--- config.mk ---
export PLATFORM = sky130hd
export DESIGN_NAME = fdc_command_decoder
export DESIGN_NICKNAME = d
export VERILOG_FILES = /design/src/rtl/fdc_command_decoder.v
export VERILOG_INCLUDE_DIRS = /design/src /design/src/rtl
export SDC_FILE = /design/constraint.sdc
export NUM_CORES = 1
export LEC_CHECK = 0
export BUFFER_PORTS_ARGS = -buffer_cell sky130_fd_sc_hd__buf_4
export CAP_MARGIN = 20
export CORE_UTILIZATION = 34
export CTS_CLUSTER_SIZE = 12
export DETAILED_ROUTE_END_ITERATION = 10
export PLACE_DENSITY = 0.52
export SETUP_SLACK_MARGIN = 0.05
export SYNTH_ARGS = -nofsm -noshare
export SYNTH_HDL_FRONTEND = slang
export SYNTH_SLANG_ARGS = --single-unit
export TNS_END_PERCENT = 5
--- constraint.sdc ---
create_clock -name i_core_clk -period 9.4 [get_ports i_core_clk]
set_clock_uncertainty 0.1 [all_clocks]
set_input_delay 0.47 -clock i_core_clk [delete_from_list [all_inputs] [get_ports i_core_clk]]
set_output_delay 0.47 -clock i_core_clk [all_outputs]
set_load 0.03 [all_outputs]
--- src/rtl/fdc_consts.vh ---
`ifndef FDC_CONSTS_VH
`define FDC_CONSTS_VH
`define OP_READ_ID 5'h0A
`define OP_FORMAT 5'h0D
`define OP_SCAN_EQ 5'h11
`define OP_SCAN_LE 5'h19
`define OP_SCAN_HE 5'h1D
`define OP_RECAL 5'h07
`define OP_SENSE_INT 8'h08
`define OP_SPECIFY 8'h03
`define OP_DRIVE_STAT 5'h04
`define OP_VERSION 5'h10
`define OP_SEEK 5'h0F
`define INVALID_STATUS 8'h80
`define VERSION_STATUS 8'hA5
`define CLK_MHZ 125
`define MS_CYCLES (`CLK_MHZ * 1000)
`define MAX_SECTOR_SHIFT 4'h6
`define SEEK_END_BIT 8'h20
`endif

--- src/rtl/fdc_command_decoder.v ---
// Operation
// - Command and result bytes pass only while port_select_line is high.
// - Don't-care opcode and parameter bits are masked off when decoding.
// - All parameter bytes are collected before execution starts.
// - In no-DMA mode an interrupt is raised for every data byte.
// - In DMA mode execution bytes move by request/acknowledge only.
// - Read-ID stores the first good sector identifier into the data register.
// - Read-ID returns three status bytes then cylinder, head, sector, size.
// - Format writes a whole track of the selected drive and head, then results.
// - Scan-equal decodes from low bits 10001 with flags in the upper three bits.
// - Scan compares disk bytes to system bytes, returns status and identifier.
// - Scan-high-or-equal takes a sector step and returns status and identifier.
// - Recalibrate steps to cylinder zero, no result phase.
// - Sense-interrupt returns status zero and present cylinder of finished drive.
// - Timing setup takes three bytes and returns nothing.
// - Seek steps the selected head until it reaches the target cylinder.
// - Seeks on four drives run at the same time.
// - Undefined opcodes return one status byte of 80H.
// - Sector sizes 128 to 8192 bytes selected by size code.
// - Step interval is 1 to 16 ms in 1 ms units, shared by drives.
// - Load delay is 2 to 254 ms in 2 ms steps.
// - Unload delay is 16 to 240 ms in 16 ms steps.
// - No-DMA flag set selects interrupts, clear selects DMA.
`timescale 1ns/1ps
`include "fdc_consts.vh"
module fdc_command_decoder #(
  parameter MS_CYCLES = `MS_CYCLES
) (
  input wire i_core_clk,
  input wire i_resetn,
  input wire i_wr_strobe,
  input wire i_rd_strobe,
  input wire i_port_select_line,
  input wire [7:0] i_host_data,
  input wire i_dma_ack,
  input wire i_terminal_count,
  input wire i_index,
  input wire i_track_zero,
  input wire i_id_valid,
  input wire [31:0] i_id_fields,
  input wire i_disk_byte_valid,
  input wire [7:0] i_disk_byte,
  input wire [3:0] i_drive_ready,
  output reg [7:0] o_host_data,
  output wire o_cmd_busy,
  output wire o_result_ready,
  output wire o_exec_phase,
  output wire o_int_req,
  output wire o_dma_req,
  output reg o_step,
  output reg o_step_dir,
  output reg [1:0] o_unit_select,
  output reg o_head_select_bit,
  output reg o_head_load,
  output reg o_write_byte_valid,
  output reg [7:0] o_write_byte,
  output reg o_scan_match
);
  localparam ST_IDLE = 3'h0;
  localparam ST_CMD = 3'h1;
  localparam ST_EXEC = 3'h2;
  localparam ST_SETTLE = 3'h3;
  localparam ST_RES = 3'h4;

  reg r1_q;
  reg rst_n;
  always @(posedge i_core_clk or negedge i_resetn) begin
    if (!i_resetn) begin
      r1_q <= 1'b0;
      rst_n <= 1'b0;
    end else begin
      r1_q <= 1'b1;
      rst_n <= r1_q;
    end
  end

  reg [2:0] state_q;
  reg [7:0] cmd_q [0:8];
  reg [7:0] res_q [0:6];
  reg [3:0] cmd_idx_q;
  reg [3:0] cmd_len_q;
  reg [2:0] res_idx_q;
  reg [2:0] res_len_q;
  reg [3:0] step_interval_field;
  reg [3:0] unload_delay_field;
  reg [6:0] load_delay_field;
  reg no_dma_flag;
  reg [7:0] present_cylinder_value [0:3];
  reg [7:0] target_cylinder_value [0:3];
  reg [3:0] seeking_q;
  reg [3:0] seek_done_q;
  reg [3:0] recal_q;
  reg [23:0] step_tmr_q;
  reg [31:0] delay_q;
  reg [13:0] byte_cnt_q;
  reg [7:0] sect_cnt_q;
  reg xfer_req_q;
  reg scan_ok_q;
  // Result byte loaded into o_host_data; ready waits for it so no stale byte is seen
  reg res_shown_q;

  wire [7:0] op = cmd_q[0];
  wire [4:0] op_lo = op[4:0];
  wire wr_data = i_wr_strobe & i_port_select_line;
  wire rd_data = i_rd_strobe & i_port_select_line;

  // Opcode length lookup, don't-care upper bits masked by using b[4:0]
  function [3:0] cmd_bytes;
    input [7:0] b;
    begin
      if (b == `OP_SENSE_INT) cmd_bytes = 4'h1;
      else if (b == `OP_SPECIFY) cmd_bytes = 4'h3;
      else case (b[4:0])
        `OP_READ_ID: cmd_bytes = 4'h2;
        `OP_FORMAT: cmd_bytes = 4'h6;
        `OP_SCAN_EQ, `OP_SCAN_LE, `OP_SCAN_HE: cmd_bytes = 4'h9;
        `OP_RECAL: cmd_bytes = 4'h2;
        `OP_DRIVE_STAT: cmd_bytes = 4'h2;
        `OP_SEEK: cmd_bytes = 4'h3;
        default: cmd_bytes = 4'h1;
      endcase
    end
  endfunction

  wire [1:0] unit = cmd_q[1][1:0];
  wire is_scan = (op_lo == `OP_SCAN_EQ) | (op_lo == `OP_SCAN_LE) | (op_lo == `OP_SCAN_HE);
  wire [7:0] st0 = {5'h00, cmd_q[1][2:0]};
  wire [13:0] sect_bytes = 14'h0080 << ((cmd_q[5][3:0] > `MAX_SECTOR_SHIFT) ?
                           `MAX_SECTOR_SHIFT : cmd_q[5][3:0]);
  wire [13:0] fmt_bytes = 14'h0080 << ((cmd_q[2][3:0] > `MAX_SECTOR_SHIFT) ?
                          `MAX_SECTOR_SHIFT : cmd_q[2][3:0]);
  wire [31:0] step_cycles = MS_CYCLES * (5'h10 - {1'b0, step_interval_field});
  wire [31:0] load_cycles = MS_CYCLES * {24'h0, load_delay_field, 1'b0};
  wire [31:0] unload_cycles = MS_CYCLES * {24'h0, unload_delay_field, 4'h0};

  assign o_cmd_busy = (state_q != ST_IDLE) && (state_q != ST_CMD || cmd_idx_q != 4'h0);
  assign o_result_ready = (state_q == ST_RES) && res_shown_q;
  assign o_exec_phase = (state_q == ST_EXEC) || (state_q == ST_SETTLE);
  assign o_int_req = (xfer_req_q & no_dma_flag) | (state_q == ST_RES) | (|seek_done_q);
  assign o_dma_req = xfer_req_q & ~no_dma_flag;

  wire xfer_ack = no_dma_flag ? (i_wr_strobe | i_rd_strobe) : i_dma_ack;
  integer k;

  always @(posedge i_core_clk or negedge rst_n) begin
    if (!rst_n) begin
      state_q <= ST_IDLE;
      cmd_idx_q <= 4'h0;
      cmd_len_q <= 4'h1;
      res_idx_q <= 3'h0;
      res_len_q <= 3'h0;
      step_interval_field <= 4'h0;
      unload_delay_field <= 4'h0;
      load_delay_field <= 7'h00;
      no_dma_flag <= 1'b0;
      seeking_q <= 4'h0;
      seek_done_q <= 4'h0;
      recal_q <= 4'h0;
      step_tmr_q <= 24'h000000;
      delay_q <= 32'h00000000;
      byte_cnt_q <= 14'h0000;
      sect_cnt_q <= 8'h00;
      xfer_req_q <= 1'b0;
      scan_ok_q <= 1'b0;
      res_shown_q <= 1'b0;
      o_host_data <= 8'h00;
      o_step <= 1'b0;
      o_step_dir <= 1'b0;
      o_unit_select <= 2'h0;
      o_head_select_bit <= 1'b0;
      o_head_load <= 1'b0;
      o_write_byte_valid <= 1'b0;
      o_write_byte <= 8'h00;
      o_scan_match <= 1'b0;
      for (k = 0; k < 9; k = k + 1) cmd_q[k] <= 8'h00;
      for (k = 0; k < 7; k = k + 1) res_q[k] <= 8'h00;
      for (k = 0; k < 4; k = k + 1) begin
        present_cylinder_value[k] <= 8'h00;
        target_cylinder_value[k] <= 8'h00;
      end
    end else begin
      o_step <= 1'b0;
      o_write_byte_valid <= 1'b0;
      // Background stepping shared by all drives, one pulse per interval
      if (step_tmr_q != 24'h000000) begin
        step_tmr_q <= step_tmr_q - 24'h000001;
      end else if (|seeking_q) begin
        step_tmr_q <= step_cycles[23:0];
        for (k = 0; k < 4; k = k + 1) begin
          if (seeking_q[k]) begin
            if (recal_q[k] ? (i_track_zero && o_unit_select == k[1:0]) :
                (present_cylinder_value[k] == target_cylinder_value[k])) begin
              seeking_q[k] <= 1'b0;
              seek_done_q[k] <= 1'b1;
              if (recal_q[k]) present_cylinder_value[k] <= 8'h00;
            end else begin
              o_step <= 1'b1;
              o_step_dir <= recal_q[k] ? 1'b0 : (target_cylinder_value[k] > present_cylinder_value[k]);
              if (recal_q[k] || target_cylinder_value[k] < present_cylinder_value[k])
                present_cylinder_value[k] <= present_cylinder_value[k] - 8'h01;
              else
                present_cylinder_value[k] <= present_cylinder_value[k] + 8'h01;
            end
          end
        end
      end
      case (state_q)
        ST_IDLE, ST_CMD: begin
          if (state_q == ST_IDLE && o_head_load) begin
            if (delay_q == 32'h00000000) o_head_load <= 1'b0;
            else delay_q <= delay_q - 32'h00000001;
          end
          if (wr_data) begin
            cmd_q[cmd_idx_q] <= i_host_data;
            state_q <= ST_CMD;
            if (cmd_idx_q == 4'h0) cmd_len_q <= cmd_bytes(i_host_data);
            if ((cmd_idx_q == 4'h0 ? cmd_bytes(i_host_data) : cmd_len_q) == cmd_idx_q + 4'h1) begin
              cmd_idx_q <= 4'h0;
              state_q <= ST_EXEC;
              byte_cnt_q <= 14'h0000;
              sect_cnt_q <= 8'h00;
              scan_ok_q <= 1'b1;
            end else begin
              cmd_idx_q <= cmd_idx_q + 4'h1;
            end
          end
        end
        ST_EXEC: begin
          res_idx_q <= 3'h0;
          o_unit_select <= unit;
          o_head_select_bit <= cmd_q[1][2];
          if (op == `OP_SENSE_INT) begin
            res_len_q <= 3'h2;
            state_q <= ST_RES;
            res_q[0] <= `INVALID_STATUS;
            for (k = 3; k >= 0; k = k - 1) begin
              if (seek_done_q[k]) begin
                res_q[0] <= `SEEK_END_BIT | k[7:0];
                res_q[1] <= present_cylinder_value[k];
              end
            end
            if (|seek_done_q) begin
              for (k = 3; k >= 0; k = k - 1)
                if (seek_done_q[k] && !(|(seek_done_q & ((4'h1 << k) - 4'h1)))) seek_done_q[k] <= 1'b0;
            end else res_len_q <= 3'h1;
          end else if (op == `OP_SPECIFY) begin
            step_interval_field <= cmd_q[1][7:4];
            unload_delay_field <= cmd_q[1][3:0];
            load_delay_field <= cmd_q[2][7:1];
            no_dma_flag <= cmd_q[2][0];
            state_q <= ST_IDLE;
          end else if (op_lo == `OP_SEEK || op_lo == `OP_RECAL) begin
            target_cylinder_value[unit] <= (op_lo == `OP_SEEK) ? cmd_q[2] : 8'h00;
            recal_q[unit] <= (op_lo == `OP_RECAL);
            seeking_q[unit] <= 1'b1;
            seek_done_q[unit] <= 1'b0;
            state_q <= ST_IDLE;
          end else if (op_lo == `OP_DRIVE_STAT) begin
            res_q[0] <= {1'b0, 1'b0, i_drive_ready[unit], 1'b0, i_track_zero, cmd_q[1][2:0]};
            res_len_q <= 3'h1;
            state_q <= ST_RES;
          end else if (op_lo == `OP_VERSION) begin
            res_q[0] <= `VERSION_STATUS;
            res_len_q <= 3'h1;
            state_q <= ST_RES;
          end else if (op_lo == `OP_READ_ID || op_lo == `OP_FORMAT || is_scan) begin
            if (!o_head_load) begin
              o_head_load <= 1'b1;
              delay_q <= load_cycles;
              state_q <= ST_SETTLE;
            end else state_q <= ST_SETTLE;
          end else begin
            res_q[0] <= `INVALID_STATUS;
            res_len_q <= 3'h1;
            state_q <= ST_RES;
          end
        end
        ST_SETTLE: begin
          if (delay_q != 32'h00000000) begin
            delay_q <= delay_q - 32'h00000001;
          end else if (op_lo == `OP_READ_ID) begin
            if (i_id_valid) begin
              o_host_data <= i_id_fields[31:24];
              res_q[0] <= st0;
              res_q[1] <= 8'h00;
              res_q[2] <= 8'h00;
              res_q[3] <= i_id_fields[31:24];
              res_q[4] <= i_id_fields[23:16];
              res_q[5] <= i_id_fields[15:8];
              res_q[6] <= i_id_fields[7:0];
              res_len_q <= 3'h7;
              state_q <= ST_RES;
            end
          end else begin
            // Format and scan: one byte per handshake
            if (!xfer_req_q) xfer_req_q <= 1'b1;
            else if (xfer_ack) begin
              xfer_req_q <= 1'b0;
              byte_cnt_q <= byte_cnt_q + 14'h0001;
              if (is_scan) begin
                if (i_disk_byte_valid) begin
                  if (op_lo == `OP_SCAN_EQ && i_disk_byte != i_host_data) scan_ok_q <= 1'b0;
                  if (op_lo == `OP_SCAN_HE && i_disk_byte < i_host_data) scan_ok_q <= 1'b0;
                  if (op_lo == `OP_SCAN_LE && i_disk_byte > i_host_data) scan_ok_q <= 1'b0;
                end
              end else begin
                o_write_byte_valid <= 1'b1;
                o_write_byte <= i_host_data;
              end
              if (i_terminal_count ||
                  (is_scan ? byte_cnt_q + 14'h0001 == sect_bytes :
                   (sect_cnt_q + 8'h01 == cmd_q[3] && i_index))) begin
                o_scan_match <= scan_ok_q;
                res_q[0] <= st0;
                res_q[1] <= 8'h00;
                res_q[2] <= is_scan ? {4'h0, scan_ok_q, 3'h0} : 8'h00;
                res_q[3] <= cmd_q[2];
                res_q[4] <= cmd_q[3];
                res_q[5] <= is_scan ? cmd_q[4] : cmd_q[3];
                res_q[6] <= is_scan ? cmd_q[5] : cmd_q[2];
                res_len_q <= 3'h7;
                state_q <= ST_RES;
              end else if (!is_scan && byte_cnt_q + 14'h0001 == fmt_bytes) begin
                byte_cnt_q <= 14'h0000;
                sect_cnt_q <= sect_cnt_q + 8'h01;
              end
            end
          end
        end
        ST_RES: begin
          xfer_req_q <= 1'b0;
          o_host_data <= res_q[res_idx_q];
          res_shown_q <= 1'b1;
          if (rd_data && res_shown_q) begin
            if (res_idx_q + 3'h1 == res_len_q) begin
              state_q <= ST_IDLE;
              res_shown_q <= 1'b0;
              delay_q <= unload_cycles;
            end else begin
              res_idx_q <= res_idx_q + 3'h1;
              o_host_data <= res_q[res_idx_q + 3'h1];
            end
          end
        end
        default: state_q <= ST_IDLE;
      endcase
    end
  end
endmodule // fdc_command_decoder

==> results of run 1 <==
per-layer routing:
layer  track usage (%)  wire length (um)  vias to the layer above
li1                  -                 -                     8669
met1              27.3             29000                     8667
met2              30.0             27000                      395
met3              3.81              3510                       84
met4              5.54              1570                        4
met5                 0                27                        -
worst max-delay path, delay by kind of cell (launching register included):
family	cells	cell delay [ns]
AOI/OAI and AO/OA	5	0.67
xor gates and xnor gates	4	1.05
adders and majority gates	7	2.15
buffers and inverters	3	0.30
DFF	1	0.56
and+or+nand+nor	1	0.34
Yosys cell counts, types with 28 or more instances:
master,number
nand2_1,316
dfrtp_1,310
o21ai_0,254
ha_1,186
inv_1,147
nor2_1,138
a21oi_1,118
clkbuf_1,85
nand3_1,62
xnor2_1,62
xor2_1,45
mux2_2,43
nor3_1,42
mux2i_1,39
o21ai_1,38
a21o_1,32
o31ai_1,32
a221oi_1,28
nor2b_1,28
layout by cell type (no fill, tap or decap), drive strengths merged, types with 28 or more instances in the layout:
master	count
nand2	317
dfrtp	310
o21ai	292
ha	186
inv	148
nor2	144
a21oi	120
buf	110
xnor2	63
nand3	62
clkbuf	58
xor2	45
mux2	45
nor3	44
mux2i	39
a21o	32
o31ai	32
nor2b	28
a221oi	28
sequential cells by signal, summed over array words and instances, names as in the netlist, 14 cells and up:
| register | cells |
|---|---|
| res_q | 47 |
| cmd_q | 40 |
| delay_q | 32 |
| present_cylinder_value | 32 |
| target_cylinder_value | 32 |
| step_tmr_q | 24 |
| byte_cnt_q | 14 |
how the worst max path moves through the flow:
stage	endpoint	slack, ns	cells past startpoint
floorplan	byte_cnt_q[0]	4.21	0
global placement	step_tmr_q[23]	4.23	20
detailed placement	step_tmr_q[23]	4.08	20
CTS	step_tmr_q[23]	4.07	20
global route	step_tmr_q[23]	3.66	20
finish	step_tmr_q[23]	4.09	20
repair_timing:
item / in CTS / in global routing
hold buffers: 1 / 0
buffers inserted: 0 / 0
endpoints found under the hold margin: 2 / 0
power groups by stage:
stage	registers [uW]	logic (uW)	clock network (uW)
floorplan	1760	961	0
global placement	1860	1290	0
detailed placement	1860	1310	0
CTS	1840	1320	1670
global route	1880	1480	1720
finish	1850	1320	1620
stage by stage:
step,instances,utilization (%),setup slack [ns],hold slack (ns),total power [uW]
global placement,3237,36.8,4.23,0.0979,3140
CTS,3312,39.1,4.07,0.0258,4830
finish,3313,39.1,4.09,0.0580,4780
detailed placement,3237,36.8,4.08,0.103,3170
floorplan,2409,-,4.21,0.0744,2720
global route,3313,39.1,3.66,0.0340,5080
layout make-up:
type | instances | area [um2]
fill | 6267 | 37700
multi-input combinational | 1832 | 12600
sequential | 311 | 7790
clock buffer | 58 | 1220
tap | 837 | 1050
timing repair buffer | 111 | 856
inverter | 148 | 556
clock inverter | 16 | 174
logic make-up after synthesis:
logic type / after synthesis / synth area share, %
XOR/XNOR: 108 / 4.45
adder cells (fa/ha/maj): 214 / 13.4
buffers and inverters: 266 / 5.02
multiplexers: 87 / 4.50
flip-flops: 311 / 36.3
other: 1 / 0.0175
AND/OR/NAND/NOR: 738 / 16.5
AO/OA/AOI/OAI: 684 / 19.8
==> impl_metrics.env, run 1 <==
export IMPL_status="complete, no violations"
export IMPL_start_kind="flop"
export IMPL_slowest_stage="dfrtp_1"
export IMPL_ys_async_sr_fraction_pct=100
export IMPL_syn_num_nets=2684
export IMPL_dp_hpwl_um=45200
export IMPL_ir_worst_vdd_v=0.000119
export IMPL_finalCriticalPeriod_ns=5.31
export IMPL_cts_max_level=2
export IMPL_core_um2=61900
export IMPL_crit_arrival_ns=5.65
export IMPL_regToRegSetupSlack_ns=4.09
export IMPL_ant_nets=0
export IMPL_cts_resized=0
export IMPL_ios=92
export IMPL_min_from="i_host_data[6]"
export IMPL_die_x_um=253
export IMPL_diodes=0
export IMPL_synth_area_leaders="dfrtp_1, ha_1, o21ai_0"
export IMPL_clock_sinks=311
export IMPL_die_h_um=253
export IMPL_worst_slew_pin_slew_ns=1.08
export IMPL_path_common_cell="ha_1"
export IMPL_cts_inserted_buffers=41
export IMPL_clockBufferDepth=3
export IMPL_critPathRequiredTime_ns=9.74
export IMPL_gr_total_overflow=0
export IMPL_hold_depth=2
export IMPL_reg2regPathDepth=20
export IMPL_grt_setup_unrepaired="no"
export IMPL_drtIter0Drc=1043
export IMPL_power_switching_uw=1750
export IMPL_area_growth_pct=13.1
export IMPL_drv_slew=0
export IMPL_dpl_cell_area_um2=22800
export IMPL_io_buffers=91
export IMPL_first_pass_iters=6
export IMPL_clk_pin_slew_ns=0.05
export IMPL_synth_edf_count=0
export IMPL_antenna_found_initial=4
export IMPL_crit_path_start="step_interval_field[0]"
export IMPL_tritoncts="done"
export IMPL_yosysSeqAreaShare_pct=36.3
export IMPL_vias=17800
export IMPL_wl_um=61100
export IMPL_avgSynthCellArea_um2=8.89
export IMPL_slowest_delay_ns=0.56
export IMPL_place_congestion=0.844
export IMPL_cp_end_kind="flop"
export IMPL_drc_errors=0
export IMPL_finalSetupViolCount=0
export IMPL_first_global_vias=17800
export IMPL_netlist_instances=2409
export IMPL_hold_path_end="o_write_byte[6]"
export IMPL_reg2reg_from="step_interval_field[0]"
export IMPL_pwr_density_cell_nw_per_um2=197
export IMPL_num_rows=91
export IMPL_finalCritPeriodShare_pct=56.5
export IMPL_power_leakage_uw=0.0114
export IMPL_vias_per_cell=5.38
export IMPL_hold_viol=0
export IMPL_clkLatencyLatePin_ns=0.58
export IMPL_fin_setup_tns_ns=0
export IMPL_netlist_area_leader_share_pct=36.2
export IMPL_grt_first_pass_wirelength_um=98300
export IMPL_drv_cap=0
export IMPL_crit_type="flop to flop"
export IMPL_dieArea_um2=64000
export IMPL_critPathMaxFanout=11
export IMPL_pwr_share_seq_pct=38.6
export IMPL_intPower_uw=3040
export IMPL_worst_r2r_endpoint="step_tmr_q[23]"
export IMPL_netlist_area_um2=21400
export IMPL_sw_frac_of_total_pct=36.5
export IMPL_hp_class="input pin to flop"
export IMPL_final_area_um2=24200
export IMPL_clock_root_buffer="clkbuf_16"
export IMPL_yosys_area_top_type="dfrtp_1"
export IMPL_yosysUniqueCellTypes=96
export IMPL_ys_seq_elements=311
export IMPL_grt_usage_pct=19.4
export IMPL_max_freq_ghz=0.188
export IMPL_drive_above_1_share_pct=10.6
export IMPL_nNetsFinal=2720
export IMPL_p_comb_share_pct=27.5
export IMPL_max_slew_margin_pct=28.1
export IMPL_wl_per_cell_um=18.4
export IMPL_ys_flop_type="dfrtp_1"
export IMPL_grt_max_degree=167
export IMPL_start_util_pct=34.6
export IMPL_ys_warn_count=0
export IMPL_pwr_share_clk_pct=33.9
export IMPL_crit_chain="inv_1 > ha_1 > xnor2_2 > xor2_1 > xnor2_1 > fa_1 > inv_1 > fa_1 > inv_1 > ha_1 > ha_1 > ha_1 > ha_1 > or3_1 > a41oi_1 > o41ai_1 > xnor2_1 > o21ai_0 > a21oi_1 > a21oi_1"
(Power assumes the default switching activity.)
==> run 2, diff against run 1 <==
- PLACE_DENSITY: 0.52 -> 0.5
- clock period: 9.4 -> 5.1 ns (I/O delays scaled with it)
==> run 2 against run 1 <==
Net effect:
- clock-buffer cell count decreased by 3
- largest power group unchanged
- critical endpoint unchanged
- cell area up 1.4%
- sequential power rose by 85%
- highest routed layer unchanged
- critical path depth shrank 2
- combinational power up 86%
==> impl_metrics.env, run 2 (synthesis gave the netlist of run 1 again) <==
export IMPL_status="complete, no violations"
export IMPL_wl_per_cell_um=18.5
export IMPL_hold_viol=0
export IMPL_grt_first_pass_wirelength_um=99600
export IMPL_drc_errors=0
export IMPL_pwr_share_seq_pct=39.4
export IMPL_cts_inserted_buffers=39
export IMPL_pwr_density_cell_nw_per_um2=355
export IMPL_clkLatencyLatePin_ns=0.56
export IMPL_cp_end_kind="flop"
export IMPL_start_kind="flop"
export IMPL_largest_register="res_q"
export IMPL_grt_setup_unrepaired="no"
export IMPL_antenna_found_initial=3
export IMPL_slowest_delay_ns=0.51
export IMPL_post_cts_setup_buffer_count=0
export IMPL_drive_above_1_share_pct=10.9
export IMPL_path_buf_inv=2
export IMPL_critPathRequiredTime_ns=5.48
export IMPL_core_um2=61900
export IMPL_die_x_um=253
export IMPL_diodes=0
export IMPL_drv_cap=0
export IMPL_critical_path_top_delay_family="adder cells"
export IMPL_nNetsFinal=2763
export IMPL_wl_um=62200
export IMPL_layout_setup_ws_ns=0.335
export IMPL_reg_top3="res_q x47, cmd_q x40"
export IMPL_tritoncts="done"
export IMPL_clockBufferDepth=3
export IMPL_worst_slew_pin_slew_ns=0.907
export IMPL_gr_total_overflow=0
export IMPL_crit_cells=18
export IMPL_ant_nets=0
export IMPL_clock_root_buffer="clkbuf_16"
export IMPL_largest_reg_flops=47
export IMPL_hp_class="input pin to flop"
export IMPL_intPower_uw=5510
export IMPL_crit_chain="inv_1 > ha_1 > or3b_2 > inv_2 > ha_1 > ha_1 > ha_1 > ha_1 > ha_1 > ha_1 > ha_1 > or3_1 > a41oi_2 > o41ai_1 > xnor2_1 > o21ai_0 > a21oi_1 > a21oi_1"
export IMPL_max_freq_ghz=0.210
export IMPL_cts_max_level=2
export IMPL_drtIter0Drc=1224
export IMPL_vias=18000
export IMPL_pwr_share_clk_pct=32.4
export IMPL_max_slew_margin_pct=38.7
export IMPL_slowest_stage="or3b_2"
export IMPL_grt_usage_pct=19.7
export IMPL_dp_hpwl_um=46100
export IMPL_preCtsSetupSlack_ns=0.187
export IMPL_start_util_pct=34.6
export IMPL_fillers=6228
export IMPL_dieArea_um2=64000
export IMPL_sw_frac_of_total_pct=36.8
export IMPL_clock_sinks=311
export IMPL_clk_pin_slew_ns=0.06
export IMPL_num_rows=91
export IMPL_area_growth_pct=14.7
export IMPL_first_global_vias=17700
export IMPL_power_switching_uw=3200
export IMPL_crit_type="flop to flop"
export IMPL_first_pass_iters=7
export IMPL_place_congestion=0.839
export IMPL_crit_arrival_ns=5.15
export IMPL_power_leakage_uw=0.0115
export IMPL_p_comb_share_pct=28.2
export IMPL_reg2regPathDepth=18
export IMPL_path_common_cell="ha_1"
export IMPL_finalCritPeriodShare_pct=93.4
export IMPL_layout_commonest_cell="nand2_1"
export IMPL_hold_depth=4
export IMPL_io_buffers=91
export IMPL_ios=92
export IMPL_layout_common_cells="nand2_1, dfrtp_1, o21ai_0"
export IMPL_finalCriticalPeriod_ns=4.76
export IMPL_ir_worst_vdd_v=0.000259
export IMPL_critPathMaxFanout=7
export IMPL_drv_slew=0
export IMPL_vias_per_cell=5.38
export IMPL_finalSetupViolCount=0
export IMPL_fin_setup_tns_ns=0
export IMPL_die_h_um=253
export IMPL_grt_max_degree=138
-- run 2: final timing paths --
| kind | end | from | slack (ns) |
|---|---|---|---|
| worst max register to register | step_tmr_q[23] | step_interval_field[1] | 0.34 |
| min in group asynchronous | delay_q[8] | rst_n | 0.25 |
| worst max-delay path | step_tmr_q[23] | step_interval_field[1] | 0.34 |
| worst min register to register | delay_q[8] | rst_n | 0.25 |
| worst min-delay path | res_q[11] | i_id_fields[11] | 0.03 |
| max in group asynchronous | cmd_q[46] | rst_n | 3.43 |
-- run 2: metrics by stage --
stage               utilization [%]  cells  hold WS (ns)  cell area (um2)  total power, uW
floorplan                         -   2409        -0.141            21400             5020
global placement               37.0   3250       -0.0585            22900             5840
detailed placement             37.0   3250       -0.0582            22900             5880
CTS                            39.6   3351       0.00195            24500             8790
global route                   39.7   3353        0.0406            24600             9250
finish                         39.7   3353        0.0252            24600             8710
-- run 2: timing repair --
item / CTS / global route
setup endpoints to repair: 0 / 1
hold endpoints to repair: 42 / 0
hold buffers: 32 / 0
gates resized for setup: 0 / 6
-- run 2: per-layer routing --
| metal | vias to the layer above | share of wire (%) | track usage, % |
|---|---|---|---|
| met5 | - | 0.016 | 0 |
| met4 | 2 | 2.7 | 6.11 |
| met3 | 82 | 5.0 | 3.02 |
| met2 | 395 | 44 | 29.9 |
| met1 | 8792 | 49 | 28.5 |
| li1 | 8752 | - | - |
-- run 2: layout make-up --
type,count,area [um2],share of cell area (%)
Clock inverter,14,184,0.749
Sequential cell,311,7790,31.7
Inverter,148,556,2.26
Clock buffer,55,1100,4.46
Timing Repair Buffer,156,1280,5.23
Tap cell,837,1050,4.26
Multi-Input combinational cell,1832,12600,51.3
-- run 2: tightest hold or removal path: stages --
cell and delay, ns:
buf_4 0.09, o22a_1 0.11, o21ai_0 0.07, o21ai_1 0.11
-- run 2: power groups by stage --
stage | sequential, uW | combinational (uW) | clock (uW)
6_report | 3430 | 2460 | 2820
5_1_grt | 3490 | 2760 | 3010
4_1_cts | 3420 | 2460 | 2910
3_5_place_dp | 3460 | 2420 | 0
3_3_place_gp | 3450 | 2390 | 0
2_1_floorplan | 3250 | 1770 | 0
